### src/dmac_pkg.sv
// package for the multiply-to-accumulator datapath: register map,
// field positions, reset values, state and carrier types.
// assumes a 32-bit apb slave and 16-bit x/y data memory read ports.
package dmac_pkg;
  // apb byte offsets
  localparam logic [7:0] OFS_INSTR = 8'h00;
  localparam logic [7:0] OFS_CORE_CTRL = 8'h04;
  localparam logic [7:0] OFS_WREG0 = 8'h08;
  localparam logic [7:0] OFS_WREG_LAST = 8'h28;
  localparam logic [7:0] OFS_ACCUMULATOR_A_LO = 8'h2C;
  localparam logic [7:0] OFS_ACCUMULATOR_A_HI = 8'h30;
  localparam logic [7:0] OFS_ACCUMULATOR_B_LO = 8'h34;
  localparam logic [7:0] OFS_ACCUMULATOR_B_HI = 8'h38;
  localparam logic [7:0] OFS_FLAGS = 8'h3C;
  localparam logic [7:0] OFS_IRQ_STAT = 8'h40;
  localparam logic [7:0] OFS_IRQ_MASK = 8'h44;
  // working register indices (w4..w12 held as 0..8)
  localparam logic [3:0] WIDX_XPTR = 4'h4;
  localparam logic [3:0] WIDX_YPTR = 4'h6;
  localparam logic [3:0] WIDX_OFFSET = 4'h8;
  // opcode fields
  localparam logic [3:0] MAC_NIBBLE = 4'hC;
  localparam logic [3:0] SQR_NIBBLE = 4'hF;
  localparam logic [1:0] MPY_TAIL = 2'h3;
  localparam logic [1:0] SQR_TAIL = 2'h1;
  localparam int ACC_SEL_BIT = 15;
  localparam int NEG_BIT = 14;
  localparam logic [3:0] PF_NONE = 4'h4;
  localparam logic [3:0] PF_OFFSET = 4'hC;
  // core control fields
  localparam int CC_INT_BIT = 0;
  localparam int CC_US_LO = 12;
  localparam int CC_US_HI = 13;
  localparam logic [15:0] CORE_CTRL_RST = 16'h0000;
  // flag bits
  localparam int FL_OA = 0;
  localparam int FL_OB = 1;
  localparam int FL_OAB = 2;
  localparam int FL_SA = 3;
  localparam int FL_SB = 4;
  localparam int FL_SAB = 5;
  // event bits
  localparam int EV_DONE = 0;
  localparam int EV_OVF = 1;
  localparam int EV_ILLEGAL = 2;

  typedef enum logic [4:0] {
    ST_IDLE = 5'h01,
    ST_FETCH = 5'h02,
    ST_READ = 5'h04,
    ST_HOLD = 5'h08,
    ST_DONE = 5'h10
  } dmac_state_t;

  typedef struct packed {
    logic en;
    logic [15:0] addr;
  } dmac_mem_req_t;

  typedef struct packed {
    logic en;
    logic ofs;
    logic [1:0] dst;
    logic [3:0] ptr;
    logic [15:0] addr;
    logic [15:0] step;
  } dmac_pf_t;
endpackage

### src/dmac_core.sv
// multiply-to-accumulator datapath with x/y operand prefetch, apb slave.
// assumes x/y memories return data in the cycle after a read enable.
//
// Contract
// - plain multiply loads sign-extended 40-bit product into accumulator
// - square multiplies one of w4..w7 by itself, own opcode pattern
// - negated multiply loads minus the product, with its opcode pattern
// - negated multiply accepts only the six ordered operand pairs
// - plain multiply and square update overflow and saturation flags; negated only overflow
// - one opcode bit selects accumulator a or b
// - x prefetch reads via w8/w9 then adds even step -6..6
// - y prefetch reads via w10/w11 then adds even step -6..6
// - offset mode adds w12 to pointer and leaves pointer alone
// - decode x/y destination and x/y prefetch operation fields
// - multiply field decodes to a permitted pair feeding multiplier
// - core control bit 0 selects integer or fractional multiply
// - signedness field picks unsigned, signed or mixed-sign
`timescale 1ns/100ps
module dmac_core #(
  parameter int AW = 8,
  parameter bit NEW_US = 1'b1
) (
  input wire logic pclk, // core clock
  input wire logic presetn, // async reset, low
  input wire logic psel, // apb select
  input wire logic penable, // apb enable
  input wire logic pwrite, // apb direction
  input wire logic [AW-1:0] paddr, // apb byte address
  input wire logic [31:0] pwdata, // apb write data
  output logic [31:0] prdata, // apb read data
  output logic pready, // apb ready
  output logic pslverr, // apb error
  output dmac_pkg::dmac_mem_req_t x_req, // x memory read request
  output dmac_pkg::dmac_mem_req_t y_req, // y memory read request
  input wire logic [15:0] x_rd_data, // x memory read data
  input wire logic [15:0] y_rd_data, // y memory read data
  output logic irq // level interrupt
);

  dmac_pkg::dmac_state_t state, next_state;
  logic [23:0] instr, next_instr;
  logic [15:0] cc, next_cc;
  logic [15:0] w [0:8];
  logic [15:0] next_w [0:8];
  logic [39:0] acc_a, acc_b, next_acc_a, next_acc_b;
  logic [5:0] flags, next_flags;
  logic [2:0] ev, next_ev, ev_mask, next_ev_mask, ev_set, ev_clr;
  logic [15:0] xdat, ydat, next_xdat, next_ydat;
  logic [31:0] next_prdata, rd_val;
  logic next_pready, next_pslverr, next_irq, rd_hit;
  dmac_pkg::dmac_mem_req_t next_x_req, next_y_req;
  dmac_pkg::dmac_pf_t x_pf, y_pf;
  logic is_mpy, is_sqr, is_neg, pair_ok, legal, acc_sel, commit;
  logic [1:0] ia, ib, us;
  logic sgn_a, sgn_b, sat_hit, ovf_hit;
  logic signed [33:0] prod;
  logic [39:0] ext40, mag, res;
  logic [40:0] res41;
  logic [3:0] widx;

  // one prefetch field: pointer pick, step and addressing mode
  function automatic dmac_pkg::dmac_pf_t pf_decode(
    input logic [3:0] code,
    input logic [1:0] dst,
    input logic [3:0] base,
    input logic [15:0] p0,
    input logic [15:0] p1,
    input logic [15:0] ofs
  );
    dmac_pkg::dmac_pf_t r;
    logic [15:0] p;
    r.en = code != dmac_pkg::PF_NONE;
    r.ofs = code == dmac_pkg::PF_OFFSET;
    r.dst = dst;
    r.ptr = base + {3'h0, code[3]};
    p = code[3] ? p1 : p0;
    r.addr = r.ofs ? p + ofs : p;
    // low three bits are a signed step in words; 000 and 100 mean none
    if (code[1:0] == 2'h0) begin
      r.step = 16'h0000;
    end else begin
      r.step = {{12{code[2]}}, code[2:0], 1'b0};
    end
    return r;
  endfunction

  // opcode decode of the latched instruction word
  always_comb begin
    is_mpy = instr[23:20] == dmac_pkg::MAC_NIBBLE && !instr[19] &&
             !instr[dmac_pkg::NEG_BIT] && instr[1:0] == dmac_pkg::MPY_TAIL;
    is_neg = instr[23:20] == dmac_pkg::MAC_NIBBLE && !instr[19] &&
             instr[dmac_pkg::NEG_BIT] &&
             instr[1:0] == dmac_pkg::MPY_TAIL;
    is_sqr = instr[23:20] == dmac_pkg::SQR_NIBBLE &&
             instr[19:18] == 2'h0 && !instr[dmac_pkg::NEG_BIT] &&
             instr[1:0] == dmac_pkg::SQR_TAIL;
    acc_sel = instr[dmac_pkg::ACC_SEL_BIT];
    pair_ok = 1'b1;
    ia = 2'h0;
    ib = 2'h1;
    case (instr[18:16])
      3'h0: begin ia = 2'h0; ib = 2'h1; end
      3'h1: begin ia = 2'h0; ib = 2'h2; end
      3'h2: begin ia = 2'h0; ib = 2'h3; end
      3'h4: begin ia = 2'h1; ib = 2'h2; end
      3'h5: begin ia = 2'h1; ib = 2'h3; end
      3'h6: begin ia = 2'h2; ib = 2'h3; end
      default: pair_ok = 1'b0;
    endcase
    if (is_sqr) begin
      ia = instr[17:16];
      ib = instr[17:16];
    end
    legal = is_sqr || ((is_mpy || is_neg) && pair_ok);
    x_pf = pf_decode(instr[9:6], instr[13:12], dmac_pkg::WIDX_XPTR,
                     w[4], w[5], w[8]);
    y_pf = pf_decode(instr[5:2], instr[11:10], dmac_pkg::WIDX_YPTR,
                     w[6], w[7], w[8]);
  end

  // multiplier: signedness, integer or fractional, negation, flags
  always_comb begin
    us = NEW_US ? cc[dmac_pkg::CC_US_HI:dmac_pkg::CC_US_LO]
                : {1'b0, cc[dmac_pkg::CC_US_LO]};
    sgn_a = us == 2'h0 || us == 2'h3; // mixed: first unsigned
    sgn_b = us != 2'h1;
    prod = $signed({sgn_a & w[ia][15], w[ia]}) *
           $signed({sgn_b & w[ib][15], w[ib]});
    ext40 = {{6{prod[33]}}, prod};
    mag = cc[dmac_pkg::CC_INT_BIT] ? ext40 : {ext40[38:0], 1'b0};
    res41 = is_neg ? 41'(-$signed({mag[39], mag})) : {mag[39], mag};
    res = res41[39:0];
    sat_hit = res41[40] ^ res41[39];
    ovf_hit = !(&res[39:31] || ~|res[39:31]);
  end

  // register read mux; if chain keeps decode priority obvious
  always_comb begin
    rd_val = 32'h0000_0000;
    rd_hit = 1'b1;
    widx = 4'((paddr[7:0] - dmac_pkg::OFS_WREG0) >> 2);
    if (paddr[7:0] == dmac_pkg::OFS_INSTR) begin
      rd_val = {8'h00, instr};
    end else if (paddr[7:0] == dmac_pkg::OFS_CORE_CTRL) begin
      rd_val = {16'h0000, cc};
    end else if (paddr[7:0] >= dmac_pkg::OFS_WREG0 &&
                 paddr[7:0] <= dmac_pkg::OFS_WREG_LAST &&
                 paddr[1:0] == 2'h0) begin
      rd_val = {16'h0000, w[widx]};
    end else if (paddr[7:0] == dmac_pkg::OFS_ACCUMULATOR_A_LO) begin
      rd_val = acc_a[31:0];
    end else if (paddr[7:0] == dmac_pkg::OFS_ACCUMULATOR_A_HI) begin
      rd_val = {24'h000000, acc_a[39:32]};
    end else if (paddr[7:0] == dmac_pkg::OFS_ACCUMULATOR_B_LO) begin
      rd_val = acc_b[31:0];
    end else if (paddr[7:0] == dmac_pkg::OFS_ACCUMULATOR_B_HI) begin
      rd_val = {24'h000000, acc_b[39:32]};
    end else if (paddr[7:0] == dmac_pkg::OFS_FLAGS) begin
      rd_val = {26'h0000000, flags};
    end else if (paddr[7:0] == dmac_pkg::OFS_IRQ_STAT) begin
      rd_val = {29'h00000000, ev};
    end else if (paddr[7:0] == dmac_pkg::OFS_IRQ_MASK) begin
      rd_val = {29'h00000000, ev_mask};
    end else begin
      rd_hit = 1'b0;
    end
  end

  assign commit = state == dmac_pkg::ST_DONE && psel && penable;

  // next state of sequencer, bus answer and architectural registers
  always_comb begin
    next_state = state;
    next_instr = instr;
    next_cc = cc;
    next_w = w;
    next_acc_a = acc_a;
    next_acc_b = acc_b;
    next_flags = flags;
    next_ev_mask = ev_mask;
    next_xdat = xdat;
    next_ydat = ydat;
    next_prdata = prdata;
    next_pready = pready;
    next_pslverr = pslverr;
    next_x_req = x_req;
    next_y_req = y_req;
    ev_set = 3'h0;
    ev_clr = 3'h0;
    case (state)
      dmac_pkg::ST_IDLE: begin
        if (psel && !penable) begin
          if (pwrite && paddr[7:0] == dmac_pkg::OFS_INSTR) begin
            next_instr = pwdata[23:0];
            next_state = dmac_pkg::ST_FETCH;
          end else begin
            next_pready = 1'b1;
            next_prdata = pwrite ? 32'h0000_0000 : rd_val;
            next_pslverr = !rd_hit;
          end
        end else if (psel && penable && pready) begin
          next_pready = 1'b0;
          next_pslverr = 1'b0;
          if (pwrite && rd_hit) begin
            if (paddr[7:0] == dmac_pkg::OFS_CORE_CTRL) begin
              next_cc = pwdata[15:0];
            end else if (paddr[7:0] >= dmac_pkg::OFS_WREG0 &&
                         paddr[7:0] <= dmac_pkg::OFS_WREG_LAST) begin
              next_w[widx] = pwdata[15:0];
            end else if (paddr[7:0] == dmac_pkg::OFS_IRQ_STAT) begin
              ev_clr = pwdata[2:0];
            end else if (paddr[7:0] == dmac_pkg::OFS_IRQ_MASK) begin
              next_ev_mask = pwdata[2:0];
            end
          end
        end
      end
      dmac_pkg::ST_FETCH: begin
        // illegal words never touch memory
        next_x_req = '{en: legal && x_pf.en, addr: x_pf.addr};
        next_y_req = '{en: legal && y_pf.en, addr: y_pf.addr};
        next_state = dmac_pkg::ST_READ;
      end
      dmac_pkg::ST_READ: begin
        next_x_req.en = 1'b0;
        next_y_req.en = 1'b0;
        next_state = dmac_pkg::ST_HOLD;
      end
      dmac_pkg::ST_HOLD: begin
        next_xdat = x_rd_data;
        next_ydat = y_rd_data;
        next_pready = 1'b1;
        next_state = dmac_pkg::ST_DONE;
      end
      dmac_pkg::ST_DONE: begin
        if (commit) begin
          next_pready = 1'b0;
          next_state = dmac_pkg::ST_IDLE;
          if (legal) begin
            // operands were read from w before this edge, so fetched
            // words only reach the next instruction
            if (x_pf.en) begin
              next_w[x_pf.dst] = xdat;
            end
            if (y_pf.en) begin
              next_w[y_pf.dst] = ydat; // y wins a shared destination
            end
            if (x_pf.en && !x_pf.ofs) begin
              next_w[x_pf.ptr] = w[x_pf.ptr] + x_pf.step;
            end
            if (y_pf.en && !y_pf.ofs) begin
              next_w[y_pf.ptr] = w[y_pf.ptr] + y_pf.step;
            end
            if (acc_sel) begin
              next_acc_b = res;
              next_flags[dmac_pkg::FL_OB] = ovf_hit;
              if (!is_neg) begin
                next_flags[dmac_pkg::FL_SB] = sat_hit;
              end
            end else begin
              next_acc_a = res;
              next_flags[dmac_pkg::FL_OA] = ovf_hit;
              if (!is_neg) begin
                next_flags[dmac_pkg::FL_SA] = sat_hit;
              end
            end
            ev_set[dmac_pkg::EV_DONE] = 1'b1;
            ev_set[dmac_pkg::EV_OVF] = ovf_hit;
          end else begin
            ev_set[dmac_pkg::EV_ILLEGAL] = 1'b1;
          end
        end
      end
      default: next_state = dmac_pkg::ST_IDLE;
    endcase
    next_flags[dmac_pkg::FL_OAB] = next_flags[dmac_pkg::FL_OA] |
                                   next_flags[dmac_pkg::FL_OB];
    next_flags[dmac_pkg::FL_SAB] = next_flags[dmac_pkg::FL_SA] |
                                   next_flags[dmac_pkg::FL_SB];
    next_ev = (ev & ~ev_clr) | ev_set; // set beats clear
    next_irq = |(next_ev & next_ev_mask);
  end

  // registers only; every output leaves from here
  always_ff @(posedge pclk or negedge presetn) begin
    if (!presetn) begin
      state <= dmac_pkg::ST_IDLE;
      instr <= 24'h000000;
      cc <= dmac_pkg::CORE_CTRL_RST;
      for (int i = 0; i < 9; i++) begin
        w[i] <= 16'h0000;
      end
      acc_a <= 40'h00_0000_0000;
      acc_b <= 40'h00_0000_0000;
      flags <= 6'h00;
      ev <= 3'h0;
      ev_mask <= 3'h0;
      xdat <= 16'h0000;
      ydat <= 16'h0000;
      prdata <= 32'h0000_0000;
      pready <= 1'b0;
      pslverr <= 1'b0;
      x_req <= '0;
      y_req <= '0;
      irq <= 1'b0;
    end else begin
      state <= next_state;
      instr <= next_instr;
      cc <= next_cc;
      w <= next_w;
      acc_a <= next_acc_a;
      acc_b <= next_acc_b;
      flags <= next_flags;
      ev <= next_ev;
      ev_mask <= next_ev_mask;
      xdat <= next_xdat;
      ydat <= next_ydat;
      prdata <= next_prdata;
      pready <= next_pready;
      pslverr <= next_pslverr;
      x_req <= next_x_req;
      y_req <= next_y_req;
      irq <= next_irq;
    end
  end
endmodule

### config.mk
export PLATFORM = sky130hd
export DESIGN_NAME = dmac_core
export DESIGN_NICKNAME = d
export VERILOG_FILES = /design/src/dmac_pkg.sv /design/src/dmac_core.sv
export SDC_FILE = /design/constraint.sdc
export NUM_CORES = 2
export LEC_CHECK = 0
export ABC_AREA = 1
export BUFFER_PORTS_ARGS = -buffer_cell sky130_fd_sc_hd__buf_2
export CAP_MARGIN = 20
export CORE_UTILIZATION = 65
export CTS_BUF_LIST = sky130_fd_sc_hd__clkbuf_8
export CTS_CLUSTER_SIZE = 24
export DETAILED_ROUTE_END_ITERATION = 10
export GPL_TIMING_DRIVEN = 1
export HOLD_SLACK_MARGIN = 0.08
export PLACE_DENSITY_LB_ADDON = 0.2
export RECOVER_POWER = 50
export SYNTH_ARGS = -nofsm -noshare
export SYNTH_HDL_FRONTEND = slang
export SYNTH_SLANG_ARGS = --single-unit
### constraint.sdc
create_clock -name pclk -period 11.21 [get_ports pclk]
set_input_delay 0.5605 -clock pclk [delete_from_list [all_inputs] [get_ports pclk]]
set_output_delay 0.5605 -clock pclk [all_outputs]
set_load 0.005 [all_outputs]
Yosys cells after proc, flatten, opt, wreduce, memory -nomap -nowiden
Index checks and enable logic that the tools add are counted.
{ "classes": {"n_addsub": 8, "mul": 1, "div_mod_pow": 0, "n_lt_le_gt_ge": 14, "eq_ne": 40, "n_shift": 0, "mux": 129, "bitwise_logic": 19, "n_reduce_logical": 66} }
{ "ops": {"columns": ["op", "n"], "rows": [
  ["2-to-1 mux 144 bit", 20],
  ["bitwise mux 144 bit", 5],
  ["2-to-1 mux 16 bit", 21],
  ["one-hot mux 144 bit (2 select lines)", 1],
  ["2-to-1 mux 32 bit", 7],
  ["binary-select mux 16 bit (select 4 bit)", 3],
  ["demux 16 bit (select 4 bit)", 3],
  ["binary-select mux 16 bit (select 3 bit)", 2],
  ["demux 16 bit (select 3 bit)", 2],
  ["adder 16 bit", 4],
  ["2-to-1 mux 3 bit", 19],
  ["2-to-1 mux 41 bit", 1],
  ["negator 35 -> 41 bit", 1],
  ["equality test 8 x 6 -> 1 bit, second input constant", 5],
  ["multiplier 17 x 17 -> 34 bit", 1],
  ["2-to-1 mux 34 bit", 1],
  ["logical AND 1 bit", 27],
  ["one-hot mux 5 bit (5 select lines)", 1],
  ["2-to-1 mux 1 bit", 24],
  ["greater-or-equal comparator 3 x 5 -> 1 bit, second input constant", 4],
  ["!= test 2 bit, second input constant", 10],
  ["2-to-1 mux 2 bit", 9],
  ["equality test 4 bit, second input constant", 4],
  ["equality test 8 x 7 -> 1 bit, second input constant", 2],
  ["other kinds (52)", 100]
]} }
{ "totals": {"ff_bits": 382, "latch_bits": 0, "mem_bits_rw": 0, "mem_bits_ro": 0, "in_bits": 77, "output_inout_bits": 69, "wordCells": 304, "n_memories": 0} }

Longest topological paths before layout
{ "depth": {"word_depth": 25, "mapped_depth": 54, "depth_no_buf": 52} }

Worst setup path before layout
No wires, ideal clock.
{ "synth_path": {"path_type": "register to register", "from": "reg instr[22]", "to": "reg irq", "setup_time_ps": 117, "t_arrival_ps": 7694, "t_required_ps": 11093, "slack_ps": 3399, "path_stages_with_launch": 46, "path_cell_list": "dfrtp_1 -> nand2_1 -> nor2_1 -> nand4_1 -> o21ai_0 -> clkbuf_1 -> clkbuf_1 -> o21ai_0 -> o21a_1 -> clkbuf_1 -> clkinv_1 -> nand2_1 -> fa_1 -> inv_1 -> fa_1 -> inv_1 -> fa_1 -> fa_1 -> (+10 left out) -> nand2_1 -> nand2_1 -> nand3_1 -> nand2_1 -> nor2_1 -> nand2_1 -> nor2_1 -> nand3_1 -> nand2_1 -> nand2_1 -> nand2_1 -> nand2_1 -> nor2_2 -> nand2_2 -> nand3_2 -> nand2_2 -> nand2_1 -> nand2_1"} }
{ "synth_via": {"elab_chain_cells": 24, "word_cells_on_any_way": 41, "cone_classes": "1 x add/sub; 1 x mul; 2 x eq/ne; 14 x mux; 6 x bitwise; 17 x reduce/logical"} }
{ "synth_rtl": {"columns": ["element", "line", "text"], "rows": [
  ["start, declared", "dmac_core.sv:41", "logic [23:0] instr, next_instr;"],
  ["start signal, assigned", "dmac_core.sv:308", "instr <= next_instr;"],
  ["equality test 4 bit", "dmac_core.sv:94", "is_sqr = instr[23:20] == dmac_pkg::SQR_NIBBLE &&"],
  ["logical AND 1 bit", "dmac_core.sv:94", null],
  ["logical AND 1 bit (2 in series)", "dmac_core.sv:95", "instr[19:18] == 2'h0 && !instr[dmac_pkg::NEG_BIT] &&"],
  ["2-to-1 mux 2 bit", "dmac_core.sv:110", "if (is_sqr) begin"],
  ["inverter 2 -> 3 bit, on equally long branches", "dmac_core.sv:127, dmac_core.sv:128", null],
  ["binary-select mux 16 bit (select 3 bit), on equally long branches", "dmac_core.sv:127, dmac_core.sv:128", null],
  ["2-to-1 mux 16 bit, on equally long branches (2 in series)", "dmac_core.sv:127, dmac_core.sv:128", null],
  ["AND 1 bit, on equally long branches", "dmac_core.sv:127, dmac_core.sv:128", null],
  ["(+8 left out)", null, null],
  ["2-to-1 mux 2 bit (*)", "dmac_core.sv:239", "if (legal) begin"],
  ["2-to-1 mux 3 bit (*)", "dmac_core.sv:236", "if (commit) begin"],
  ["2-to-1 mux 3 bit (*)", "dmac_core.sv:190", "case (state)"],
  ["bitwise OR 3 bit (*)", "dmac_core.sv:280", "next_ev = (ev & ~ev_clr) | ev_set;"],
  ["via next_ev[1]", "dmac_core.sv:47", "logic [2:0] ev, next_ev, ev_mask, next_ev_mask, ev_set, ev_clr;"],
  ["AND 3 bit (*)", "dmac_core.sv:281", "next_irq = |(next_ev & next_ev_mask);"],
  ["OR reduction 3 bit (*)", "dmac_core.sv:281", null],
  ["via next_irq", "dmac_core.sv:50", "logic next_pready, next_pslverr, next_irq, rd_hit;"],
  ["end signal, assigned", "dmac_core.sv:323", "irq <= next_irq;"],
  ["end, declared", "dmac_core.sv:37", "output logic irq"]
]} }
Mark *: on every way through the listed nets, which the timed path passes. The rest lies on a longest branch. The select of a mux whose other input is x is not followed.
A chain may end at the register's enable or synchronous reset.

Worst setup path in the final report
{ "layout_path": {"from": "reg instr[14]", "to": "reg irq"} }
{ "layout_via": {"elab_chain_cells": 23, "word_cells_on_any_way": 38, "cone_classes": "1 x add/sub; 1 x mul; 14 x mux; 6 x bitwise; 16 x reduce/logical"} }
{ "layout_rtl": {"columns": ["element", "line", "text"], "rows": [
  ["zero test 1 bit", "dmac_core.sv:90, dmac_core.sv:95", null],
  ["logical AND 1 bit (2 in series)", "dmac_core.sv:95", null],
  ["2-to-1 mux 2 bit", "dmac_core.sv:110", null],
  ["inverter 2 -> 3 bit, on equally long branches", "dmac_core.sv:127, dmac_core.sv:128", null],
  ["binary-select mux 16 bit (select 3 bit), on equally long branches", "dmac_core.sv:127, dmac_core.sv:128", null],
  ["2-to-1 mux 16 bit, on equally long branches (2 in series)", "dmac_core.sv:127, dmac_core.sv:128", null],
  ["AND 1 bit, on equally long branches", "dmac_core.sv:127, dmac_core.sv:128", null],
  ["multiplier 17 x 17 -> 34 bit", "dmac_core.sv:127", "prod = $signed({sgn_a & w[ia][15], w[ia]}) *"],
  ["(+7 left out)", null, null],
  ["2-to-1 mux 2 bit (*)", "dmac_core.sv:239", null],
  ["2-to-1 mux 3 bit (*)", "dmac_core.sv:236", null],
  ["2-to-1 mux 3 bit (*)", "dmac_core.sv:190", null],
  ["bitwise OR 3 bit (*)", "dmac_core.sv:280", null],
  ["via next_ev[1]", "dmac_core.sv:47", null],
  ["AND 3 bit (*)", "dmac_core.sv:281", null],
  ["OR reduction 3 bit (*)", "dmac_core.sv:281", null],
  ["via next_irq", "dmac_core.sv:50", null]
]} }
Marked as above.

==> metrics.md <==
| Metric | Value |
|---|---|
| Result of the run | finished with violations |
| Violated checks | max-capacitance violations, max-slew violations |
| Instance count of the mapped netlist | 4922 |
| Worst-path clk slew | roughly 0.070 ns |
| Category of the worst setup path capture point | register |
| Pre-CTS WS | 1.32 ns |
| Cell type group with the largest total delay on the critical path | simple AND/OR/NAND/NOR gates |
| Number of register bits inferred by synthesis | 382 |
| IO buf count | 137 |
| Routed wire per std cell | 20.2 um |
| Share of post-route cells with drive strength above 1 | 6.86% |
| Vias per Instance | 6.02 |
| Library cell appearing most often on the critical path | sky130_fd_sc_hd__nand2_1 |
| Number of nets with antenna violations after routing | 0 |
| Post-CTS sizing | 0 |
| Max-Cap Viols | 7 |
| Yosys warning total | 0 |
| Worst path bufs/invs | 7 |
| Maximum cell stage delay along the critical path | slightly above 0.8 ns |
| Crit path DAT | 10.70 ns |
| Ratio of final minimum period to clock period | 90.6% |
| # fillers | 4751 |
| Buffer levels on the longest clock path | 3 |
| DP Wirelength | 88100 um |
| First-pass GRT wire length | around 180000 um |
| Worst-margin pin slew | between 6 and 7 ns |
| Relative area change from synthesis to final layout | 7.82% |
| Number of iterations in the first detailed-routing pass | 11 |
| Worst setup path class | reg2reg |
| DRT iter0 DRCs | 3945 |
| Number of setup buffers added after CTS | 0 |
| Number of primary I/O pins | 146 |
| Total negative slack | 0 ns |
| Post-synth top flop | sky130_fd_sc_hd__dfrtp_1 |
| Effective utilization at floorplan | 65.7% |
| Kind of path behind the tightest hold check | in2reg |
| Slowest CP cell | sky130_fd_sc_hd__fa_1 |
| Number of remaining DRC errors | 0 |
| Via count of the routed design | 35000 |
| Number of enable-type register cells in the synthesized netlist | 0 |
| Clock latency reported for the late side of the worst-skew pair | 0.67 ns |
| Unique cell type count in the Yosys netlist | 60 |
| Clk root buf | sky130_fd_sc_hd__clkbuf_8 |
| Area of the multi-input gates | 22700 um2 |
| Max H-tree Level | 3 |
| Synthesized area per cell | 7.36 um2 |
| Fmax | 98.5 MHz |
| Final count of pins violating max slew | 434 |
| Clock tree skew after final layout | between 0.03 and 0.04 ns |
| Critical Path RT | around 12 ns |
| Area of the die | 56700 um2 |
| # nets final | 5546 |
| Kind of start point of the critical path | register |
| X dimension of the die | 238 um |
| Unrepaired setup endpoints after global routing | false |
| Remaining Overflow, GRT | 0 |
| Post-Syn Nets | 5446 |
| Final GP Congestion | 1.00 |
| Highest fanout seen on the critical path | 25 |
| Vias in the first global route | between 30000 and 40000 |
| Vert. Die Dim | 238 um |
| Post-synthesis instance area | 36200 um2 |
| Antenna violations before repair | 1 |
| Final number of hold-violating endpoints | 0 |
| FF/Latch Area | 9560 um2 |
| Core utilization of the finished layout | 70.9% |
| Core area | approximately 55000 um2 |
| Total wire length | 118000 um |
| TritonCTS clock tree | built |
| Hold buffer count at cts | 16 |
| Sequential-to-total area share from yosys stat | 26.4% |
| Num CTS Buffers | 69 |
| Slew headroom | -346% |
| Fraction of registers with async set/reset | 100% |
| Setup WS post-layout | 1.06 ns |
| Number of setup violations in the final report | 0 |
| Placement row count | 86 |
| Global router's overall resource usage | between 40% and 50% |
| Shortest period the worst path allows | approximately 10 ns |
| Maximum number of pins on one net before global-route repair | 123 |
| Clock Sinks | 382 |
==> layer usage <==
layer / vias up / part of all wire (%) / global-route usage (%)
met4: 0 / 6.5 / 24.0
met3: 466 / 11 / 10.3
met1: 16500 / 38 / 54.3
li1: 16000 / - / -
met2: 2046 / 44 / 65.2
met5: - / 0 / 0
==> registers in the layout, indices dropped and copies added (netlist names) <==
register and flops:
instr 24, acc_b 40, pready 1, irq 1
ev 3, prdata 32, x_req 17, xdat 16
pslverr 1, ev_mask 3, acc_a 40, cc 16
y_req 17, flags 6, ydat 16, w 144
state 5
==> metrics by stage <==
step	area, um2	cells	hold WS [ns]
after floorplan	36200	4922	0.265
after global placement	37600	5680	0.457
after detailed placement	37600	5680	0.461
after CTS	39100	5819	0.0855
after global routing	39000	5823	0.121
final	39000	5823	0.114
==> worst paths after layout <==
kind,startpoint,end,slack [ns],depth (start not counted)
worst min-delay path,x_rd_data[5],xdat[5]$_DFFE_PN0P_,0.11,3
worst max-delay path,instr[14]$_DFFE_PN0P_,irq$_DFF_PN0_,1.06,44
min in group asynchronous,presetn,xdat[7]$_DFFE_PN0P_,2.96,2
worst max register to register,instr[14]$_DFFE_PN0P_,irq$_DFF_PN0_,1.06,44
max in group asynchronous,presetn,acc_b[2]$_DFFE_PN0P_,2.02,5
worst min register to register,y_req[7]$_DFFE_PN0P_,y_req[7]$_DFFE_PN0P_,0.47,2
==> worst register-to-register path, delay by kind of cell, from the launching register on <==
family	cells	cell delay [ns]
buffers and inverters	7	1.29
AND/OR/NAND/NOR	27	4.05
adder cells (fa/ha/maj)	7	4.01
AO/OA/AOI/OAI	3	0.31
flip-flops	1	0.38
==> final cells by class <==
cell class	instances	share of cell area [%]
multi-input cells	3488	58.1
flip-flops and latches	382	24.5
inverters	848	8.15
repair buffers	233	3.45
clock buffers	79	2.78
well taps	748	2.40
clock inverters	44	0.622
diodes	1	0.00641
==> cell families (layout without fill, tap and decap cells) <==
logic type      after synthesis  count (layout)  share of synthesized area, %
simple gates               1876            1876                          21.1
mux                          21              21                         0.625
buf+inv                    1052            1204                          11.0
compound gates             1053            1053                          17.0
other cells                   0               1                             0
xor+xnor                     91              91                          2.20
fa+ha+maj                   447             447                          21.7
flops                       382             382                          26.4
==> cells in the final DEF, fill, tap and decap left out, types with 12 or more instances in the layout <==
master / n
sky130_fd_sc_hd__buf_4: 64
sky130_fd_sc_hd__a22oi_1: 19
sky130_fd_sc_hd__o221ai_1: 26
sky130_fd_sc_hd__a21oi_1: 208
sky130_fd_sc_hd__dlygate4sd3_1: 16
sky130_fd_sc_hd__inv_2: 12
sky130_fd_sc_hd__a31oi_1: 12
sky130_fd_sc_hd__o21a_1: 13
sky130_fd_sc_hd__o211ai_1: 29
sky130_fd_sc_hd__a32o_1: 21
sky130_fd_sc_hd__nor2_1: 357
sky130_fd_sc_hd__o22ai_1: 117
sky130_fd_sc_hd__o21ai_0: 491
sky130_fd_sc_hd__clkbuf_8: 79
sky130_fd_sc_hd__nand4_1: 38
sky130_fd_sc_hd__nor3_1: 17
sky130_fd_sc_hd__inv_1: 846
sky130_fd_sc_hd__nand2_1: 1208
sky130_fd_sc_hd__nand3_1: 192
sky130_fd_sc_hd__o21ai_1: 23
sky130_fd_sc_hd__mux2_2: 13
sky130_fd_sc_hd__clkbuf_1: 56
sky130_fd_sc_hd__nor2_2: 20
sky130_fd_sc_hd__buf_2: 94
sky130_fd_sc_hd__clkinv_1: 16
sky130_fd_sc_hd__xor2_1: 55
sky130_fd_sc_hd__dfrtp_1: 381
sky130_fd_sc_hd__o2111ai_1: 13
sky130_fd_sc_hd__fa_1: 300
sky130_fd_sc_hd__ha_1: 147
sky130_fd_sc_hd__xnor2_1: 36
sky130_fd_sc_hd__a221oi_1: 19
==> cells in the mapped netlist (8+ instances only) <==
| master | count | area share, % |
|---|---|---|
| sky130_fd_sc_hd__a21oi_1 | 212 | 2.9 |
| sky130_fd_sc_hd__a221oi_1 | 19 | 0.46 |
| sky130_fd_sc_hd__a32oi_1 | 11 | 0.27 |
| sky130_fd_sc_hd__nand4_1 | 38 | 0.66 |
| sky130_fd_sc_hd__inv_2 | 13 | 0.13 |
| sky130_fd_sc_hd__mux2_2 | 13 | 0.40 |
| sky130_fd_sc_hd__nand2_1 | 1208 | 13 |
| sky130_fd_sc_hd__nand3_2 | 8 | 0.22 |
| sky130_fd_sc_hd__ha_1 | 147 | 5.1 |
| sky130_fd_sc_hd__xor2_1 | 55 | 1.3 |
| sky130_fd_sc_hd__xnor2_1 | 36 | 0.87 |
| sky130_fd_sc_hd__a32o_1 | 21 | 0.58 |
| sky130_fd_sc_hd__nor3_1 | 17 | 0.23 |
| sky130_fd_sc_hd__clkbuf_1 | 160 | 1.7 |
| sky130_fd_sc_hd__mux2i_1 | 8 | 0.22 |
| sky130_fd_sc_hd__a22oi_1 | 19 | 0.39 |
| sky130_fd_sc_hd__a31oi_1 | 12 | 0.21 |
| sky130_fd_sc_hd__buf_2 | 27 | 0.37 |
| sky130_fd_sc_hd__inv_1 | 819 | 8.5 |
| sky130_fd_sc_hd__o21a_1 | 13 | 0.27 |
| sky130_fd_sc_hd__o221ai_1 | 26 | 0.63 |
| sky130_fd_sc_hd__o2111ai_1 | 13 | 0.31 |
| sky130_fd_sc_hd__o21ai_0 | 492 | 6.8 |
| sky130_fd_sc_hd__o21bai_1 | 11 | 0.23 |
| sky130_fd_sc_hd__and2_1 | 8 | 0.14 |
| sky130_fd_sc_hd__buf_1 | 15 | 0.16 |
| sky130_fd_sc_hd__nand3_1 | 192 | 2.7 |
| sky130_fd_sc_hd__clkinv_1 | 16 | 0.17 |
| sky130_fd_sc_hd__nor2_2 | 20 | 0.35 |
| sky130_fd_sc_hd__o21ai_1 | 23 | 0.32 |
| sky130_fd_sc_hd__nor2_1 | 358 | 3.7 |
| sky130_fd_sc_hd__fa_1 | 300 | 17 |
| sky130_fd_sc_hd__o211ai_1 | 29 | 0.60 |
| sky130_fd_sc_hd__dfrtp_1 | 381 | 26 |
| sky130_fd_sc_hd__o22ai_1 | 117 | 2.0 |
| sky130_fd_sc_hd__nand2_2 | 11 | 0.19 |
Power is not shown: default switching activity piles up to over one toggle a cycle in this logic, so the estimate is an artifact.
